$ cat config.mk
export PLATFORM = sky130hd
export DESIGN_NAME = pdrl_ctrl
export DESIGN_NICKNAME = d
export VERILOG_FILES = /design/src/pdrl_pkg.sv /design/src/pdrl_ctrl.sv /design/src/pdrl_sync.sv
export SDC_FILE = /design/constraint.sdc
export NUM_CORES = 1
export LEC_CHECK = 0
export BUFFER_PORTS_ARGS = -buffer_cell sky130_fd_sc_hd__buf_4
export CORE_UTILIZATION = 47
export DETAILED_ROUTE_END_ITERATION = 7
export PLACE_DENSITY = 0.75
export SLEW_MARGIN = 5
export SYNTH_ARGS = -nofsm -noshare
export SYNTH_HDL_FRONTEND = slang
export SYNTH_SLANG_ARGS = --single-unit
export TNS_END_PERCENT = 20
$ cat constraint.sdc
create_clock -name clk -period 1.5 [get_ports clk]
set_input_delay 0.3 -clock clk [delete_from_list [all_inputs] [get_ports clk]]
set_output_delay 0.3 -clock clk [all_outputs]
set_load 0.01 [all_outputs]
$ cat src/pdrl_pkg.sv
/*
  Shared constants, register map and carrier types of the power-down,
  power-up reset and lock control block.
  Assumes a 250 MHz core clock and a plain register port with 8-bit
  byte addresses and 32-bit data.
*/
package pdrl_pkg;

  localparam int ADDR_W = 8;
  localparam int DATA_W = 32;
  localparam int NPIN = 8;
  localparam int NJTAG = 4;

  // Register byte offsets.
  localparam logic [7:0] CFG_OFS = 8'h00;
  localparam logic [7:0] SLEW_OFS = 8'h04;
  localparam logic [7:0] POLAR_OFS = 8'h08;
  localparam logic [7:0] STATUS_OFS = 8'h0c;
  localparam logic [7:0] SIG_OFS = 8'h10;
  localparam logic [7:0] ID_OFS = 8'h14;
  localparam logic [7:0] VERIFY_OFS = 8'h18;

  // Configuration register field positions.
  localparam int PD_EN_BIT = 0;
  localparam int ROLE_A_BIT = 1;
  localparam int ROLE_B_BIT = 2;
  localparam int JTAG_EN_BIT = 3;
  localparam int LOCK_BIT = 4;
  localparam int CFG_W = 5;

  // Status register field positions.
  localparam int ST_READY_BIT = 0;
  localparam int ST_PDOWN_BIT = 1;
  localparam int ST_LOCK_BIT = 2;
  localparam int ST_ABORT_BIT = 3;

  // Pins that may carry the power-down role.
  localparam int PD_A_PIN = 0;
  localparam int PD_B_PIN = 1;

  // Reset values.
  localparam logic [CFG_W-1:0] CFG_RESET = 5'h08;
  localparam logic [NPIN-1:0] SLEW_RESET = 8'h00;
  localparam logic [NPIN-1:0] POLAR_RESET = 8'h00;
  localparam logic [DATA_W-1:0] SIG_RESET = 32'h0000_0000;

  // Power-up settle interval, in its own unit and in clock cycles.
  localparam int RESET_SETTLE_TIME_NS = 1000;
  localparam int CLK_PERIOD_PS = 4000;
  localparam int SETTLE_CYC =
    (RESET_SETTLE_TIME_NS * 1000 + CLK_PERIOD_PS - 1) / CLK_PERIOD_PS;
  localparam int SETTLE_W = 9;

  typedef enum logic [1:0]
  {
    ST_OFF = 2'b00,
    ST_SETTLE = 2'b01,
    ST_RUN = 2'b11,
    ST_PDOWN = 2'b10
  } pdrl_state_t;

  typedef struct packed
  {
    logic lock;
    logic jtag_en;
    logic role_b;
    logic role_a;
    logic pd_en;
  } pdrl_cfg_t;

  typedef struct packed
  {
    logic [NPIN-1:0] level;
    logic [NPIN-1:0] oe;
    logic [NPIN-1:0] fast;
  } pdrl_pins_t;

endpackage : pdrl_pkg

$ cat src/pdrl_ctrl.sv
/*
  Power-down, power-up initialisation, slew, security lock and JTAG
  programming-port control for a programmable logic array.
  Assumes the core logic delivers next register values on core_d in the
  clk domain, and that pins, supply detect and JTAG pins are asynchronous.
*/
`timescale 1ns/1ps
// Operation
// Enabled power-down is entered while either assigned power-down pin is high.
// Power-down exists only if configured; otherwise those pins are logic.
// In power-down, internal registers and enabled outputs hold their values.
// Pin activity is ignored until the active power-down pin falls.
// A power-down pin is no logic input/output; its macrocell stays usable.
// Every output has its own slew choice, slow unless marked fast.
// After supply passes the threshold, registers initialise; outputs follow polarity.
// Outside logic meets setup times before the first clock rising edge.
// Outside logic keeps the clock still during reset_settle_time.
// A set security lock refuses readback of the configuration pattern.
// User signature and identification stay readable under the lock.
// In-system programming runs over the four-pin JTAG port.
// With the JTAG port disabled, its four pins become general I/O.
// Interrupted programming locks the device and floats all pin drivers; the code keeps the TDO driver on while the JTAG port is enabled.
// The test-port controller is reset automatically at power-up.
// Leaving power-down resumes from held state without reinitialising.
// Power-down, roles, slew, lock and JTAG enable are static configuration.
module pdrl_ctrl #(
  parameter int NPIN = pdrl_pkg::NPIN,
  parameter logic [31:0] ID_VALUE = 32'h0a5a_0001 // Arbitrary value.
) (
  input wire logic clk,
  input wire logic ce,
  input wire logic sys_rst,
  input wire logic supply_ok,
  input wire logic [NPIN-1:0] pin_in,
  input wire logic [NPIN-1:0] core_d,
  input wire logic [NPIN-1:0] out_oe_req,
  output logic [NPIN-1:0] core_q,
  output logic [NPIN-1:0] pin_data,
  output pdrl_pkg::pdrl_pins_t pins,
  input wire logic [pdrl_pkg::NJTAG-1:0] jtag_pin_in,
  output logic [pdrl_pkg::NJTAG-1:0] jtag_pin_out,
  output logic [pdrl_pkg::NJTAG-1:0] jtag_pin_oe,
  input wire logic [pdrl_pkg::NJTAG-1:0] user_jtag_out,
  input wire logic [pdrl_pkg::NJTAG-1:0] user_jtag_oe,
  output logic [pdrl_pkg::NJTAG-1:0] user_jtag_in,
  output logic [pdrl_pkg::NJTAG-1:0] tap_pins,
  input wire logic tap_tdo,
  output logic tap_rst,
  input wire logic prog_start,
  input wire logic prog_done,
  input wire logic prog_abort,
  output logic powered_down,
  output logic ready,
  input wire logic [pdrl_pkg::ADDR_W-1:0] addr,
  input wire logic [pdrl_pkg::DATA_W-1:0] wdata,
  input wire logic wr,
  input wire logic rd,
  output logic [pdrl_pkg::DATA_W-1:0] rdata
);

  localparam logic [pdrl_pkg::SETTLE_W-1:0] SETTLE_LAST =
    pdrl_pkg::SETTLE_W'(pdrl_pkg::SETTLE_CYC - 1);
  localparam int TDO_IDX = 3;

  ////////////////////////////////////////////////////////////////////////
  // Input synchronisers.

  logic [NPIN-1:0] pin_sync;
  logic [pdrl_pkg::NJTAG-1:0] jtag_sync;
  logic supply_sync;

  pdrl_sync #(.W(NPIN)) u_pin_sync (
    .clk(clk), .ce(ce), .sys_rst(sys_rst), .d(pin_in), .q(pin_sync)
  );
  pdrl_sync #(.W(pdrl_pkg::NJTAG)) u_jtag_sync (
    .clk(clk), .ce(ce), .sys_rst(sys_rst), .d(jtag_pin_in), .q(jtag_sync)
  );
  pdrl_sync #(.W(1)) u_supply_sync (
    .clk(clk), .ce(ce), .sys_rst(sys_rst), .d(supply_ok), .q(supply_sync)
  );

  ////////////////////////////////////////////////////////////////////////
  // Configuration registers and register port decode.

  pdrl_pkg::pdrl_cfg_t cfg;
  logic [NPIN-1:0] slew_fast;
  logic [NPIN-1:0] polarity;
  logic [pdrl_pkg::DATA_W-1:0] user_sig;
  logic isp_locked;
  logic prog_busy;

  wire sel_cfg = addr == pdrl_pkg::CFG_OFS;
  wire sel_slew = addr == pdrl_pkg::SLEW_OFS;
  wire sel_polar = addr == pdrl_pkg::POLAR_OFS;
  wire sel_status = addr == pdrl_pkg::STATUS_OFS;
  wire sel_sig = addr == pdrl_pkg::SIG_OFS;
  wire sel_id = addr == pdrl_pkg::ID_OFS;
  wire sel_verify = addr == pdrl_pkg::VERIFY_OFS;

  // Static configuration changes only while programming is in progress.
  // static configuration
  wire cfg_wr = wr && prog_busy;
  // Once set, the lock can only be cleared by a full reset.
  wire [pdrl_pkg::CFG_W-1:0] next_cfg =
    wdata[pdrl_pkg::CFG_W-1:0] | {cfg.lock, {(pdrl_pkg::CFG_W-1){1'b0}}};

  always_ff @(posedge clk)
  begin
    if (sys_rst)
    begin
      cfg <= pdrl_pkg::CFG_RESET;
      slew_fast <= pdrl_pkg::SLEW_RESET;
      polarity <= pdrl_pkg::POLAR_RESET;
      user_sig <= pdrl_pkg::SIG_RESET;
    end
    else if (ce && cfg_wr)
    begin
      if (sel_cfg)
        cfg <= next_cfg;
      if (sel_slew)
        slew_fast <= wdata[NPIN-1:0];
      if (sel_polar)
        polarity <= wdata[NPIN-1:0];
      if (sel_sig)
        user_sig <= wdata;
    end
  end

  ////////////////////////////////////////////////////////////////////////
  // Power-up sequencing and power-down state machine.

  pdrl_pkg::pdrl_state_t state;
  pdrl_pkg::pdrl_state_t next_state;
  logic [pdrl_pkg::SETTLE_W-1:0] settle_cnt;

  // power-down request
  wire pd_a_req = cfg.pd_en && cfg.role_a && pin_sync[pdrl_pkg::PD_A_PIN];
  wire pd_b_req = cfg.pd_en && cfg.role_b && pin_sync[pdrl_pkg::PD_B_PIN];
  wire pd_req = pd_a_req || pd_b_req;
  wire settle_done = settle_cnt == SETTLE_LAST;

  always_comb
  begin
    next_state = state;
    unique case (state)
      pdrl_pkg::ST_OFF:
        if (supply_sync)
          next_state = pdrl_pkg::ST_SETTLE;
      pdrl_pkg::ST_SETTLE:
        if (!supply_sync)
          next_state = pdrl_pkg::ST_OFF;
        else if (settle_done)
          next_state = pdrl_pkg::ST_RUN;
      pdrl_pkg::ST_RUN:
        if (!supply_sync)
          next_state = pdrl_pkg::ST_OFF;
        else if (pd_req)
          next_state = pdrl_pkg::ST_PDOWN;
      pdrl_pkg::ST_PDOWN:
        if (!supply_sync)
          next_state = pdrl_pkg::ST_OFF;
        // resume on pin low
        else if (!pd_req)
          next_state = pdrl_pkg::ST_RUN;
    endcase
  end

  always_ff @(posedge clk)
  begin
    if (sys_rst)
      state <= pdrl_pkg::ST_OFF;
    else if (ce)
      state <= next_state;
  end

  // settle interval counted with no core clocking
  always_ff @(posedge clk)
  begin
    if (sys_rst || (ce && state != pdrl_pkg::ST_SETTLE))
      settle_cnt <= '0;
    else if (ce && !settle_done)
      settle_cnt <= settle_cnt + 1'b1;
  end

  wire running = state == pdrl_pkg::ST_RUN;
  wire initialising = state != pdrl_pkg::ST_RUN && state != pdrl_pkg::ST_PDOWN;

  ////////////////////////////////////////////////////////////////////////
  // Core register hold and pin gating.

  // power-down pins are no logic pins
  wire [NPIN-1:0] pd_role_mask =
    {{(NPIN-2){1'b0}}, cfg.pd_en && cfg.role_b, cfg.pd_en && cfg.role_a};

  // Core registers clear during initialisation, update while running and
  // keep their value in power-down, so leaving it needs no reload.
  // R7 register initialisation
  // hold during power-down
  // resume from held state
  always_ff @(posedge clk)
  begin
    if (sys_rst || (ce && initialising))
      core_q <= '0;
    else if (ce && running)
      core_q <= core_d;
  end

  // pin transitions ignored in power-down
  // pins stay logic when power-down is off
  always_ff @(posedge clk)
  begin
    if (sys_rst || (ce && initialising))
      pin_data <= '0;
    else if (ce && running)
      pin_data <= pin_sync & ~pd_role_mask;
  end

  // Output level follows polarity over the held register value.
  // per-output slew
  always_ff @(posedge clk)
  begin
    if (sys_rst)
      pins <= '0;
    else if (ce && !(state == pdrl_pkg::ST_PDOWN))
    begin
      pins.level <= core_q ^ polarity;
      pins.oe <= isp_locked ? '0 : (out_oe_req & ~pd_role_mask);
      pins.fast <= slew_fast;
    end
    // interrupted programming floats outputs
    else if (ce && isp_locked)
      pins.oe <= '0;
  end

  assign powered_down = state == pdrl_pkg::ST_PDOWN;
  assign ready = running;

  ////////////////////////////////////////////////////////////////////////
  // JTAG programming port.

  // test-port reset at power-up
  assign tap_rst = initialising;

  // four-pin programming port
  assign tap_pins = cfg.jtag_en ? jtag_sync : '0;
  // JTAG pins released as general I/O
  assign user_jtag_in = cfg.jtag_en ? '0 : jtag_sync;

  always_comb
  begin
    jtag_pin_out = user_jtag_out;
    jtag_pin_oe = user_jtag_oe;
    if (cfg.jtag_en)
    begin
      jtag_pin_out = '0;
      jtag_pin_oe = '0;
      jtag_pin_out[TDO_IDX] = tap_tdo;
      jtag_pin_oe[TDO_IDX] = 1'b1;
    end
    else if (isp_locked)
      jtag_pin_oe = '0;
  end

  // lock on interrupted programming; a later completion releases it
  always_ff @(posedge clk)
  begin
    if (sys_rst)
    begin
      prog_busy <= 1'b0;
      isp_locked <= 1'b0;
    end
    else if (ce)
    begin
      prog_busy <= prog_start || (prog_busy && !prog_done && !prog_abort);
      isp_locked <= (prog_busy && prog_abort) || (isp_locked && !prog_done);
    end
  end

  ////////////////////////////////////////////////////////////////////////
  // Register read port.

  wire [pdrl_pkg::DATA_W-1:0] status_word =
    {{(pdrl_pkg::DATA_W-4){1'b0}}, isp_locked, cfg.lock, powered_down, ready};
  // readback refused under the lock
  wire [pdrl_pkg::DATA_W-1:0] verify_word = cfg.lock ? '0 :
    {{(pdrl_pkg::DATA_W-pdrl_pkg::CFG_W){1'b0}}, cfg};
  // signature and identification always readable
  wire [pdrl_pkg::DATA_W-1:0] read_mux =
    sel_cfg ? {{(pdrl_pkg::DATA_W-pdrl_pkg::CFG_W){1'b0}}, cfg} :
    sel_slew ? {{(pdrl_pkg::DATA_W-NPIN){1'b0}}, slew_fast} :
    sel_polar ? {{(pdrl_pkg::DATA_W-NPIN){1'b0}}, polarity} :
    sel_status ? status_word :
    sel_sig ? user_sig :
    sel_id ? ID_VALUE :
    sel_verify ? verify_word : '0;

  always_ff @(posedge clk)
  begin
    if (sys_rst)
      rdata <= '0;
    else if (ce)
      rdata <= rd ? read_mux : '0;
  end
endmodule : pdrl_ctrl

$ cat src/pdrl_sync.sv
/*
  Two-flop synchroniser for a group of level signals.
  Assumes the inputs are asynchronous to clk; the first stage is read
  only by the second.
*/
`timescale 1ns/1ps
module pdrl_sync #(
  parameter int W = 1
) (
  input wire logic clk,
  input wire logic ce,
  input wire logic sys_rst,
  input wire logic [W-1:0] d,
  output logic [W-1:0] q
);

  logic [W-1:0] meta;

  always_ff @(posedge clk)
  begin
    if (sys_rst)
    begin
      meta <= '0;
      q <= '0;
    end
    else if (ce)
    begin
      meta <= d;
      q <= meta;
    end
  end

endmodule : pdrl_sync

==> impl_results.md <==
- Status: complete, but fails checks
- Violated checks: negative setup slack
- # IOs: 177
- Total gr overflow: 0
- Highest routing layer actually used: met4
- Hold Path Origin: jtag_pin_in[0]
- Layout cells sized above 1: 32.7%
- Time the worst path needs with I/O delays and setup: 1.63 ns
- Clock latency reported for the late side of the worst-skew pair: 0.42 ns
- Slew at the pin closest to its max-slew limit: 0.441 ns
- Input/output buffers: 176
- Met1 routed wirelength after detailed routing: 8100 um
- Length of routed met3 wiring: 1010 um
- Synth Area in Simple Gates: 21.7%
- Starting density of the core: 48.2%
- Number of search-and-repair iterations in the first detailed-routing pass: 8
- Sequential element share of the synthesized area: 49.0%
- Worst-case clock buffer depth: 2
- H-tree lvl count: 4
- Post-route clock period utilization: 108%
- Drt via density: 5.25
- Cell area power density: 1000 mW/mm^2
- Maximum number of pins on one net before global-route repair: 43
- Number of storage elements in the synthesis netlist: 164
- HPWL after detailed placement: 12700 um
- Crit Path Category: reg -> out
- Commonest cells in the netlist: nand2_1 (175), dfxtp_1 (164), a21oi_1 (87), nor2_1 (87), mux2i_1 (45)
- Worst reg-to-reg path cell count: 5
- Total routing usage reported by global routing: 24.9%
- Static Leakage: 4.01 nW
- Most used standard cell by instance count after synthesis: nand2_1
- Fmax: 615 MHz
- Setup violations, final: 6
- Total placed instance area: 0.00864 sq mm
- Final #Nets: 1099
- Critical path data required time: 1.20 ns
- Worst relative slew slack: 70.6%
- Die area: 0.0147 sq mm
- Max Fanout on Critical Path: 3
- Synth Flop Type: dfxtp_1
- VDD IR-drop max: 0.00104 V
- # hold bufs at CTS: 0
- Yosys cell types: 56
- Final GP Congestion: 0.878
- Area of all placed cells without fillers: 0.00956 sq mm
- CP Data Arrival Time: 1.33 ns
- Cells taking the most area after synthesis: dfxtp_1 (49%), nand2_1 (9.8%), mux2i_1 (6.7%)
- Reg-to-reg endpoint: state[0]
- Number of vias in the routed layout: 6299
- Path category of the worst min-delay check: in -> reg
- Layout overhead on the synthesized area: 42.8%
- Max capacitance violation total: 0
- Amount of wire on met2 after detailed routing: 9060 um
- Number of buffers created by CTS: 17
- Worst setup margin: -0.127 ns
- Post-route ant nets: 0
- Die Y: 121 um
- FP Rows: 43
- Share of async-settable or async-resettable flops after synthesis: 0%
- Share of synthesized area spent on multiplexers: 7.06%
- Iteration-0 DRC count of the detailed router: 401
- Combinational family with the most area after synthesis: simple AND/OR/NAND/NOR gates
- Post-route clock skew: 0.0149 ns
- Setup TNS: -0.326 ns
- Flop2flop setup slack: 0.02 ns
- Critical Path Start: state[0]
- Post-synthesis instance total: 787
- EDFF count, synth: 0
- Post-synthesis share of cell area spent on xor and xnor gates: 1.83%
- # clock sinks: 164
- First-pass GRT wire length: 28800 um
- Share of synthesized cell area in full adder, half adder and majority cells: 1.12%
- Core ar.: 0.0139 sq mm
- Compound-cell area share of the yosys netlist: 15.6%
- Average cell area after synthesis: 8.51 sq um
- RSZ-0062 raised after global routing: true
- Number of endpoints with negative hold slack in the final report: 0
- TritonCTS clock tree: yes
- Worst Hold Endpoint: u_jtag_sync.meta[0]
- Drc violations: 0
- Max-slew violation count: 0
- Yosys warning count: 0
- Routed length per instance: 15.4 um
- Number of global-route vias before repair: 5886
- Inserted Diodes: 0
- Type of destination of the critical path: primary output
- Wire length reported by the detailed router: 18500 um
- Number of stages on the worst hold path: 3
- Post-synth top area share: 49.0%
- X dimension of the die: 121 um
- Initial antenna violation count: 0
- Clock-pin slew on the worst setup and hold paths: 0.07 ns
- Setup crit start kind: flip-flop
- Net count of the mapped netlist: 879
- Area of the mapped netlist: 0.00670 sq mm
- Worst R2R Start: state[1]
- Clk root buf: clkbuf_16
- Largest area contributor in the netlist: dfxtp_1
placed cells by master, fill, tap and decap left out, drive strengths merged, types with 2 or more instances in the layout:
| master | count |
|---|---|
| a31oi | 5 |
| nor2 | 87 |
| and3 | 6 |
| a32o | 2 |
| clkinvlp | 4 |
| nor3 | 4 |
| o22ai | 2 |
| o221ai | 7 |
| and2 | 8 |
| a21o | 5 |
| o41ai | 2 |
| a21oi | 87 |
| inv | 13 |
| nand2 | 175 |
| a22oi | 14 |
| nor4b | 3 |
| or3 | 3 |
| mux2i | 45 |
| nor2b | 14 |
| bufinv | 2 |
| nand4 | 6 |
| ha | 6 |
| clkbuf | 19 |
| buf | 250 |
| o21ai | 17 |
| a22o | 9 |
| xor2 | 4 |
| dfxtp | 164 |
| or2 | 2 |
| xnor2 | 10 |
| mux2 | 2 |
| nor4 | 3 |
| nand3 | 7 |
| clkinv | 5 |
| a2bb2oi | 4 |
| a211oi | 10 |
worst max path at each step:
| stage | endpoint | slack, ns | depth (start not counted) |
|---|---|---|---|
| after CTS | tap_rst | -0.14 | 5 |
| after global routing | tap_rst | -0.17 | 5 |
| after global placement | rdata[3] | -0.27 | 5 |
| after detailed placement | rdata[1] | -0.29 | 5 |
| final | tap_rst | -0.13 | 5 |
| after floorplan | rdata[15] | -0.08 | 6 |
final cells by class:
cell class	instances	area, sq um
Clock buffer	19	453
Clock inverter	13	148
Fill cell	1086	4320
Inverter	11	42.5
Multi-Input combinational cell	563	3380
Sequential cell	164	3300
Tap cell	180	225
Timing Repair Buffer	250	2020
repair_timing:
action | CTS | global route
gates cloned | 1 | 0
pin swaps | 3 | 9
resized for setup | 32 | 37
endpoints found under the setup margin | 39 | 44
buffers inserted | 6 | 0
state kept, by name, summed over array words and instances (netlist names), 8 cells and up:
| register | count |
|---|---|
| pins | 24 |
| user_sig | 32 |
| rdata | 32 |
| settle_cnt | 9 |
| polarity | 8 |
| pin_data | 8 |
| core_q | 8 |
| u_pin_sync.meta | 8 |
| slew_fast | 8 |
| u_pin_sync.q | 8 |
worst max-delay path, stage by stage, from the launching register on:
cell     delay (ns)
dfxtp_2        0.34
inv_2          0.06
ha_4           0.18
buf_6          0.13
nor2_4         0.09
buf_6          0.11
cells by family (layout without fill, tap and decap cells):
kind of cell | Yosys count | in the layout
fa+ha+maj | 6 | 6
buf+inv | 60 | 293
flops | 164 | 164
mux | 47 | 47
xor+xnor | 14 | 14
simple gates | 326 | 326
compound gates | 170 | 170
layer usage:
metal | vias to the layer above | global-route usage (%)
met1 | 2961 | 32.1
met5 | - | 0
met2 | 182 | 41.3
li1 | 3129 | -
met4 | 0 | 8.95
met3 | 27 | 4.65
where the power goes:
group,switching (mW),internal [mW],total [mW]
logic,0.366,0.385,0.751
clock network,1.82,2.56,4.38
registers,0.0419,4.41,4.46
total,2.23,7.36,9.59
metrics by stage:
stage                     total power [mW]  hold WS [ns]  setup slack (ns)  std cells  utilization [%]
after detailed placement              5.26         0.440            -0.292       1162             62.2
final                                 9.59         0.110            -0.127       1200             68.9
after CTS                             9.60         0.101            -0.142       1201             67.7
after global placement                5.25         0.436            -0.267       1162             62.2
after floorplan                       4.87         0.418           -0.0768        787                -
after global routing                  9.88         0.113            -0.172       1200             68.9
Power figures use the tool's default switching activity.
